==> src/hdl/independent_watchdog_pkg.sv <==
// constants, register map and key codes of the independent watchdog
// assumes a single 125 MHz system clock; the low-speed tick is derived from it
//
// Behaviour
// - start key starts counter; no effect if running
// - reload key loads counter with reload value
// - unlock key opens prescale and reload writes
// - freeze key halts the counter
// - restore key releases the freeze
// - prescale writes need unlock and idle busy flag
// - prescale code picks divide 4 to 256
// - prescale read returns slow-domain value
// - reload writes need unlock and idle busy flag
// - reload read returns slow-domain value
// - status bit 1 busy during reload transfer
// - status bit 0 busy during prescale transfer
// - running counter at zero requests system reset
// - any other key restores write protection
// - counting starts from all ones
// - one decrement per prescaled low-speed period
package independent_watchdog_pkg;

  localparam int          SYS_CLK_HZ   = 125000000;
  localparam int          LOW_SPEED_HZ = 40000;
  localparam int          LOW_SPEED_DIV = SYS_CLK_HZ / LOW_SPEED_HZ;
  localparam int          TICK_W       = 12;
  localparam logic [11:0] LOW_SPEED_LIMIT = 12'(LOW_SPEED_DIV - 1);

  localparam logic [3:0]  OFF_KEY      = 4'h0;
  localparam logic [3:0]  OFF_PRESCALE = 4'h4;
  localparam logic [3:0]  OFF_RELOAD   = 4'h8;
  localparam logic [3:0]  OFF_STATUS   = 4'hc;

  localparam logic [15:0] KEY_START    = 16'hcccc;
  localparam logic [15:0] KEY_RELOAD   = 16'haaaa;
  localparam logic [15:0] KEY_UNLOCK   = 16'h5555;
  localparam logic [15:0] KEY_FREEZE   = 16'h4567;
  localparam logic [15:0] KEY_RESTORE  = 16'h89ab;

  localparam int          CNT_W        = 12;
  localparam int          PRE_W        = 3;
  localparam logic [11:0] CNT_ALL_ONES = 12'hfff;
  localparam logic [11:0] CNT_ZERO     = 12'h000;
  localparam logic [11:0] RELOAD_RESET = 12'hfff;
  localparam logic [2:0]  PRESCALE_RESET = 3'h0;
  localparam logic [2:0]  PRESCALE_MAX_CODE = 3'h5;
  localparam logic [7:0]  DIV_BASE_LIMIT = 8'h03;
  localparam logic [7:0]  DIV_MAX_LIMIT  = 8'hff;

  localparam int          STS_PRE_BIT  = 0;
  localparam int          STS_REL_BIT  = 1;
  localparam logic [1:0]  XFER_TICKS   = 2'h2;

endpackage : independent_watchdog_pkg

==> src/hdl/independent_watchdog_regs.sv <==
// independent watchdog: key register, protected prescale and reload, down-counter
// assumes register strobes are synchronous single-cycle pulses on clk_sys
`timescale 1ns/100ps
`default_nettype none
module independent_watchdog_regs
  import independent_watchdog_pkg::*;
(
  input  wire logic        clk_sys,
  input  wire logic        rst_b,
  input  wire logic        hwStartEn,
  input  wire logic        regWrite,
  input  wire logic        regRead,
  input  wire logic [3:0]  regAddr,
  input  wire logic [31:0] regWdata,
  output var  logic [31:0] regRdata_q,
  output var  logic        regRvalid_q,
  output var  logic        wdtReset_q
);

  logic             lowSpeedTick;
  logic             decTick;
  logic [7:0]       divLimit;
  logic             keyWr;
  logic [15:0]      keyVal;
  logic             unlock_q;
  logic             running_q;
  logic             frozen_q;
  logic             hwSeen_q;
  logic [CNT_W-1:0] count_q;
  logic [PRE_W-1:0] preCode_q;
  logic [PRE_W-1:0] prePend_q;
  logic             preBusy_q;
  logic [1:0]       preXfer_q;
  logic [CNT_W-1:0] relVal_q;
  logic [CNT_W-1:0] relPend_q;
  logic             relBusy_q;
  logic [1:0]       relXfer_q;

  assign keyWr  = regWrite && (regAddr == OFF_KEY);
  assign keyVal = regWdata[15:0];

  // low-speed clock stands in as an enable from the system clock
  tick_divider #(.W(TICK_W)) lowSpeedDiv (
    .clk_sys (clk_sys),
    .rst_b   (rst_b),
    .en      (1'b1),
    .limit   (LOW_SPEED_LIMIT),
    .tick    (lowSpeedTick)
  );

  always_comb begin
    if (preCode_q > PRESCALE_MAX_CODE) begin
      divLimit = DIV_MAX_LIMIT;
    end else begin
      divLimit = 8'((({24'h0, DIV_BASE_LIMIT} + 32'h1) << preCode_q) - 32'h1);
    end
  end

  tick_divider #(.W(8)) prescaleDiv (
    .clk_sys (clk_sys),
    .rst_b   (rst_b),
    .en      (lowSpeedTick),
    .limit   (divLimit),
    .tick    (decTick)
  );

  // write protection
  always_ff @(posedge clk_sys or negedge rst_b) begin
    if (!rst_b) begin
      unlock_q <= 1'b0;
    end else if (keyWr) begin
      unlock_q <= (keyVal == KEY_UNLOCK);
    end
  end

  // prescale update: held pending until it has crossed on slow ticks
  always_ff @(posedge clk_sys or negedge rst_b) begin
    if (!rst_b) begin
      preCode_q <= PRESCALE_RESET;
      prePend_q <= PRESCALE_RESET;
      preBusy_q <= 1'b0;
      preXfer_q <= 2'h0;
    end else if (regWrite && regAddr == OFF_PRESCALE && unlock_q && !preBusy_q) begin
      prePend_q <= regWdata[PRE_W-1:0];
      preBusy_q <= 1'b1;
      preXfer_q <= 2'h0;
    end else if (preBusy_q && lowSpeedTick) begin
      if (preXfer_q == XFER_TICKS - 2'h1) begin
        preCode_q <= prePend_q;
        preBusy_q <= 1'b0;
      end else begin
        preXfer_q <= preXfer_q + 2'h1;
      end
    end
  end

  // reload update, same crossing scheme
  always_ff @(posedge clk_sys or negedge rst_b) begin
    if (!rst_b) begin
      relVal_q  <= RELOAD_RESET;
      relPend_q <= RELOAD_RESET;
      relBusy_q <= 1'b0;
      relXfer_q <= 2'h0;
    end else if (regWrite && regAddr == OFF_RELOAD && unlock_q && !relBusy_q) begin
      relPend_q <= regWdata[CNT_W-1:0];
      relBusy_q <= 1'b1;
      relXfer_q <= 2'h0;
    end else if (relBusy_q && lowSpeedTick) begin
      if (relXfer_q == XFER_TICKS - 2'h1) begin
        relVal_q  <= relPend_q;
        relBusy_q <= 1'b0;
      end else begin
        relXfer_q <= relXfer_q + 2'h1;
      end
    end
  end

  // run and freeze state; hardware start caught one edge after release
  always_ff @(posedge clk_sys or negedge rst_b) begin
    if (!rst_b) begin
      running_q <= 1'b0;
      hwSeen_q  <= 1'b0;
      frozen_q  <= 1'b0;
    end else begin
      hwSeen_q <= 1'b1;
      if (!hwSeen_q && hwStartEn) begin
        running_q <= 1'b1;
      end else if (keyWr && keyVal == KEY_START) begin
        running_q <= 1'b1;
      end
      if (keyWr && keyVal == KEY_FREEZE) begin
        frozen_q <= 1'b1;
      end else if (keyWr && keyVal == KEY_RESTORE) begin
        frozen_q <= 1'b0;
      end
    end
  end

  // down-counter; unknown keys fall through untouched
  always_ff @(posedge clk_sys or negedge rst_b) begin
    if (!rst_b) begin
      count_q <= CNT_ALL_ONES;
    end else if (keyWr && keyVal == KEY_START && !running_q) begin
      count_q <= CNT_ALL_ONES;
    end else if (keyWr && keyVal == KEY_RELOAD) begin
      count_q <= relVal_q;
    end else if (running_q && !frozen_q && decTick && count_q != CNT_ZERO) begin
      count_q <= count_q - 12'h1;
    end
  end

  // reset request stays until system reset clears the block
  always_ff @(posedge clk_sys or negedge rst_b) begin
    if (!rst_b) begin
      wdtReset_q <= 1'b0;
    end else if (running_q && count_q == CNT_ZERO) begin
      wdtReset_q <= 1'b1;
    end
  end

  // read path, one cycle latency
  always_ff @(posedge clk_sys or negedge rst_b) begin
    if (!rst_b) begin
      regRdata_q  <= 32'h0;
      regRvalid_q <= 1'b0;
    end else begin
      regRvalid_q <= regRead;
      if (regRead) begin
        case (regAddr)
          OFF_PRESCALE: regRdata_q <= {29'h0, preCode_q};
          OFF_RELOAD:   regRdata_q <= {20'h0, relVal_q};
          OFF_STATUS:   regRdata_q <= {30'h0, relBusy_q, preBusy_q};
          default:      regRdata_q <= 32'h0;
        endcase
      end
    end
  end
endmodule : independent_watchdog_regs
`default_nettype wire

==> src/hdl/tick_divider.sv <==
// divider that turns enable pulses into one tick every limit+1 pulses
// assumes limit is stable or changes only between ticks
`timescale 1ns/100ps
`default_nettype none
module tick_divider #(
  parameter int W = 8
) (
  input  wire logic         clk_sys,
  input  wire logic         rst_b,
  input  wire logic         en,
  input  wire logic [W-1:0] limit,
  output var  logic         tick
);

  logic [W-1:0] cnt_q;

  always_ff @(posedge clk_sys or negedge rst_b) begin
    if (!rst_b) begin
      cnt_q <= '0;
      tick  <= 1'b0;
    end else begin
      tick <= 1'b0;
      if (en) begin
        // >= so a shrinking limit never strands the count
        if (cnt_q >= limit) begin
          cnt_q <= '0;
          tick  <= 1'b1;
        end else begin
          cnt_q <= cnt_q + W'(1);
        end
      end
    end
  end

endmodule : tick_divider
`default_nettype wire

==> config.mk <==
export PLATFORM = sky130hd
export DESIGN_NAME = independent_watchdog_regs
export DESIGN_NICKNAME = d
export VERILOG_FILES = /design/src/hdl/independent_watchdog_pkg.sv /design/src/hdl/independent_watchdog_regs.sv /design/src/hdl/tick_divider.sv
export SDC_FILE = /design/constraint.sdc
export NUM_CORES = 1
export LEC_CHECK = 0
export ABC_AREA = 1
export ABC_CLOCK_PERIOD_IN_PS = 2100
export BUFFER_PORTS_ARGS = -buffer_cell sky130_fd_sc_hd__buf_2
export CAP_MARGIN = 20
export CORE_MARGIN = 2
export CORE_UTILIZATION = 27
export DETAILED_ROUTE_END_ITERATION = 8
export GPL_TIMING_DRIVEN = 1
export SLEW_MARGIN = 20
export SYNTH_ARGS = -nofsm -noshare
export SYNTH_HDL_FRONTEND = slang
export SYNTH_HIERARCHICAL = 1
export SYNTH_SLANG_ARGS = --single-unit
==> constraint.sdc <==
create_clock -name clk_sys -period 2.1 [get_ports clk_sys]
set_clock_uncertainty 0.05 [all_clocks]
set_input_delay 0.42 -clock clk_sys [delete_from_list [all_inputs] [get_ports clk_sys]]
set_output_delay 0.42 -clock clk_sys [all_outputs]
set_load 0.05 [all_outputs]
After elaboration in Yosys (flattened, before gate mapping)
Index checks and enable logic that the tools add are counted.

word-level totals
  output and inout bits = 34
  word-level logic and storage cells = 110
  register bits = 108
  bits of input ports = 41

operators by class
  shift operators = 1
  eq/ne operators = 12
  reduce and logical (&&, ||, !) cells = 40
  muxes and demuxes = 26
  order comparisons = 3
  $add $sub $neg = 6
  bitwise logic cells = 2

operators by type and width
  kind                                                       count
  equality test 16 bit, second input constant                3
  two-way mux 12 bit                                         4
  one-hot mux 12 bit (3 select lines)                        1
  equality test 16 x 15 -> 1 bit, second input constant      2
  logical AND 1 bit                                          19
  two-way mux 8 bit                                          2
  two-way mux 1 bit                                          13
  adder 12 x 1 -> 12 bit, second input constant              1
  greater-or-equal comparator 12 bit, second input constant  1
  logical NOT 12 bit                                         1
  two-way mux 2 bit                                          6
  nonzero test 12 bit                                        1
  nonzero test 2 bit                                         6
  subtractor 12 x 1 -> 12 bit, second input constant         1
  adder 8 x 1 -> 8 bit, second input constant                1
  equality test 4 bit, second input constant                 2
  greater-or-equal comparator 8 bit                          1
  AND reduction 2 bit                                        4
  left shift 3 x 3 -> 8 bit, first input constant            1
  subtractor 8 x 1 -> 8 bit, second input constant           1
  AND reduction 3 bit                                        2
  logical NOT 1 bit                                          5
  adder 2 x 1 -> 2 bit, second input constant                2
  equality test 2 x 1 -> 1 bit, second input constant        2
  6 further kinds                                            8

Depth between registers and ports, before layout
  depth after elaboration = 7
  gate-level depth with buffers = 12
  gate-level depth less buffers = 12

By module
The synthesis kept the hierarchy.

modules (own cells, without submodules)
  module                      area each (µm²)  cells an instance  sequential area each (µm²)  times used
  independent_watchdog_regs   3799.9           472                1696.6                      1
  tick_divider (lowSpeedDiv)  1058.5           142                325.3                       1
  tick_divider (prescaleDiv)  674.4            86                 225.2                       1

Least setup slack after synthesis
Ideal clock, no wire load.

  path kind = flip-flop to flip-flop
  start point = register preCode_q[2]
  end point = register prescaleDiv.cnt_q[2]
  arrival time = 1.359 ns
  stages on the path, launching flop included = 10
  library setup time = 0.125 ns
  path buffers = 0
  setup slack = 0.565 ns
  data required time = 1.925 ns
  clock period less this slack = 1.535 ns
  path through = dfrtp_1 > inv_1 > nor2_1 > inv_1 > ha_1 > nand2_1 > nor2_1 > nand4_1 > nand3_4 > a21oi_1

on the way
  longest elaborated chain between the ends = 5
  elaborated cells between the ends (all ways) = 6
  classes of those cells = add/sub: 1; order compare: 2; shift: 1; mux: 2

RTL lines
  what                                 RTL line                         source
  from (decl)                          independent_watchdog_regs.sv:30  logic [PRE_W-1:0] preCode_q;
  from (signal assigned)               independent_watchdog_regs.sv:89  preCode_q <= prePend_q;
  left shift 3 x 3 -> 8 bit            independent_watchdog_regs.sv:55  divLimit = 8'((({24'h0, DIV_BASE_LIMIT} + 32'h1) << preCode_q) - 32'h1);
  subtractor 8 x 1 -> 8 bit            independent_watchdog_regs.sv:55
  two-way mux 8 bit *                  independent_watchdog_regs.sv:52  if (preCode_q > PRESCALE_MAX_CODE) begin
  net divLimit[6]                      independent_watchdog_regs.sv:22  logic [7:0] divLimit;
  greater-or-equal comparator 8 bit *  tick_divider.sv:25               if (cnt_q >= limit) begin
  two-way mux 8 bit *                  tick_divider.sv:25
  to (signal assigned)                 tick_divider.sv:29               cnt_q <= cnt_q + W'(1);
  to (decl)                            tick_divider.sv:15               logic [W-1:0] cnt_q;

The timed path passes the listed nets; every way through them passes the cells marked *.
A chain may end at the register's enable or synchronous reset.

Worst setup path in the final report
  start point = register count_q[0]
  end point = register count_q[2]

on the way
  longest elaborated chain between the ends = 4
  elaborated cells between the ends (all ways) = 7
  classes of those cells = add/sub: 1; mux: 3; reduce/logical: 3

RTL lines
  what                         RTL line                          source
  from (decl)                  independent_watchdog_regs.sv:29   logic [CNT_W-1:0] count_q;
  from (signal assigned)       independent_watchdog_regs.sv:146  count_q <= relVal_q;
  from (signal assigned)       independent_watchdog_regs.sv:148  count_q <= count_q - 12'h1;
  subtractor 12 x 1 -> 12 bit  independent_watchdog_regs.sv:148
  two-way mux 12 bit           independent_watchdog_regs.sv:147  end else if (running_q && !frozen_q && decTick && count_q != CNT_ZERO) begin
  two-way mux 12 bit           independent_watchdog_regs.sv:145  end else if (keyWr && keyVal == KEY_RELOAD) begin
  two-way mux 12 bit           independent_watchdog_regs.sv:143  end else if (keyWr && keyVal == KEY_START && !running_q) begin

Parallel ways exist; a longest one is shown, timed or not. The select of a mux whose other input is x is not followed.

==> impl_results.md <==
* Post-route ant nets at 0
* Worst reg2reg path startpoint: count_q[0]
* Final hold slack at approximately 280 ps
* Most common cell on crit path: nand2_1
* Inst Count DP at roughly 1000
* Ant diodes at 0
* Layout Cells excl Fill at around 1000
* Hold Crit Class: primary input to flop
* Period minus WS final at roughly 1900 ps
* Max Cap Viol at 0
* Total placed instance area at slightly above 6000 sq um
* Reg clk slew, reported paths at ~60 ps
* Seq cells post-synth at 88
* Die height at 147 um
* EDFF count, synth at 0
* Largest net degree at the start of global routing at 35
* Sequential element share of the synthesized area at 40.6%
* Worst vdd ir at between 0.0004 and 0.0005 V
* Cell family with most CP delay: simple AND/OR/NAND/NOR gates
* Routed Wire Length at around 12000 um
* 1st-iter DRT viols at approximately 220
* CTS Buf Count at 9
* Hold Path Sink: running_q
* GRT Overall Usage at 12.0%
* Critical Path AT at around 2100 ps
* Critical path capture point type: flop
* Clock Latency Late Sink at ~350 ps
* CP Max Fanout at 14
* CTS root buffer: clkbuf_16
* Synth Cell Area at between 5000 and 6000 sq um
* Crit path required time at 2330 ps
* Post-DP HPWL at roughly 9500 um
* PnR Total Power at roughly 6.3 mW
* Hold path cells at 3
* Setup tns final at 0 ps
* Most frequent cells in the layout: 200 x nand2_1, 91 x inv_1, 52 x dfrtp_1
* Core Area at 20200 sq um
* Share of layout cells above drive strength 1 at a little over a fifth
* DRC at 0
* H-tree levels at 3
* Slowest-stage cell, CP: dfstp_2
* First-pass GRT wire length at about 21000 um
* Synthesis Warnings at 6
* Design Area, Final at between 6000 and 7000 sq um
* Worst reg-to-reg path cell count at 9
* Status: complete, no violations
* Number of cells on the critical path at 9
* Number of library cell types mapped by synthesis at 39
* PD cells at ~980 nW/um^2
* Final worst path period share at ~89%
* CTS Buffer Depth at 2
* Vias at ~4400
* Initial antenna violation count at 0
* HP Start: hwStartEn
* Die area at roughly 22000 sq um
* Fmax achieved at between 500 and 600 MHz
* Nets@finish at around 830
* Clk sinks at 88
* Ys async rst share at between 90% and 100%
* Grt ovf at 0
* Unrepaired setup endpoints after global routing: no
* CP Cell Sequence: inv_1 > ha_1 > nand2_1 > nor2_1 > nand2_1 > nand2_2 > nand3_2 > nand2_1 > nand2_1
* Vias in the first global route at ~4200
* Critical path buffers and inverters at 1
* Max-slew violations at 0
* Most used DFF post-synth: dfrtp_1
* Critical path class: flop to flop
* Post-Synthesis Cells at 700
* Slowest Stage Delay on Critical Path at about 370 ps
* R2r setup slk at 230 ps
* DR pass1 iterations at 4
* Starting Density at ~27%
* Num ports at between 70 and 80
* Post-CTS Setup Bufs at 0
* Commonest non-fill, non-tap cell in the layout: nand2_1
* Setup-failing EPs final at 0
* Endpoints failing hold at 0
* Critical Path Start Type: flop
* Die Wd at around 150 um
* Area Growth Syn to Fin at 15.7%
* Reg-to-reg critical path endpoint: count_q[2]
* FILL cells at 2185
* Avg Cell Area, Syn at around 8 sq um
* Vias/cell at between 4 and 5
* WL per Instance at roughly 12 um
* Input/output buffers at 38
* Pleak at 3.13 nW
* CTS tree: yes
* Routability-driven placement congestion ratio at 0.801
* Placement row count at between 50 and 60
-- per-stage QoR --
stage / util, % / setup slack, ps
detailed placement: 30.0 / 237
finish: 31.7 / 232
CTS: 31.7 / 232
global route: 31.7 / 92.8
global placement: 30.0 / 277
floorplan: - / 565
-- synth_stat cells, drive strengths merged (3+ instances only) --
cell / number / area share, %
o21ai: 41 / 3.7
xor2: 10 / 1.6
nand2: 210 / 15
nor2: 54 / 5.0
nor3: 4 / 0.57
a21oi: 24 / 3.0
inv: 99 / 6.8
dfrtp: 52 / 24
nand4: 24 / 2.7
buf: 33 / 4.5
nand3: 62 / 7.7
dfstp: 36 / 17
clkbuf: 5 / 0.34
ha: 26 / 5.9
mux2: 4 / 0.95
nor4: 3 / 0.34
-- layer usage --
layer	GRT usage, %	up-vias	share of wire, %
met1	16.0	2020	48
met5	0	-	0
met4	2.74	0	0.94
li1	-	2298	-
met3	3.11	7	3.8
met2	19.7	61	47
-- worst min-delay path, cell delays in order --
cell and delay (ps):
buf_2 90, inv_1 30, o21ai_0 80
-- logic make-up after synthesis --
| logic type | Yosys count | share of synthesized area [%] |
|---|---|---|
| adder cells (fa/ha/maj) | 26 | 5.88 |
| other | 2 | 0.136 |
| multiplexers | 4 | 0.950 |
| buffers and inverters | 137 | 11.6 |
| XOR/XNOR | 12 | 1.90 |
| flip-flops | 88 | 40.6 |
| AND/OR/NAND/NOR | 360 | 31.5 |
| AO/OA/AOI/OAI | 71 | 7.51 |
-- power breakdown --
group / internal (mW) / total, mW / switching (mW)
Combinational: 0.807 / 2.14 / 1.33
Clock: 1.11 / 1.79 / 0.678
Sequential: 2.06 / 2.38 / 0.319
-- area by class of cell --
| class | instances | area (sq um) | area share (%) |
|---|---|---|---|
| sequential | 88 | 2250 | 35.1 |
| clock inverter | 4 | 75.1 | 1.17 |
| timing repair buffer | 50 | 323 | 5.04 |
| inverter | 99 | 374 | 5.84 |
| tap | 270 | 338 | 5.28 |
| clock buffer | 12 | 256 | 4.01 |
| multi-input combinational | 513 | 2790 | 43.6 |
-- how the worst max path moves through the flow --
| stage | start | end | slack, ps |
|---|---|---|---|
| 2_1_floorplan | preCode_q[2] | prescaleDiv/cnt_q[2] | 570 |
| 3_3_place_gp | count_q[0] | count_q[4] | 280 |
| 3_5_place_dp | count_q[0] | count_q[2] | 240 |
| 4_1_cts | count_q[0] | count_q[2] | 230 |
| 5_1_grt | count_q[0] | count_q[1] | 90 |
| 6_report | count_q[0] | count_q[2] | 230 |
-- timing repair --
action	in CTS	in global routing
hold buffers	1	0
resized for setup	0	0
endpoints found under the hold margin	5	0
-- registers in the layout (all words and copies together), names as in the netlist --
register           cells
wdtReset_q             1
running_q              1
regRdata_q            12
regRvalid_q            1
relXfer_q              2
prePend_q              3
relPend_q             12
prescaleDiv/cnt_q      8
prescaleDiv/tick       1
preXfer_q              2
preBusy_q              1
lowSpeedDiv/tick       1
hwSeen_q               1
lowSpeedDiv/cnt_q     12
count_q               12
relBusy_q              1
relVal_q              12
frozen_q               1
preCode_q              3
unlock_q               1
(Power assumes the default switching activity.)
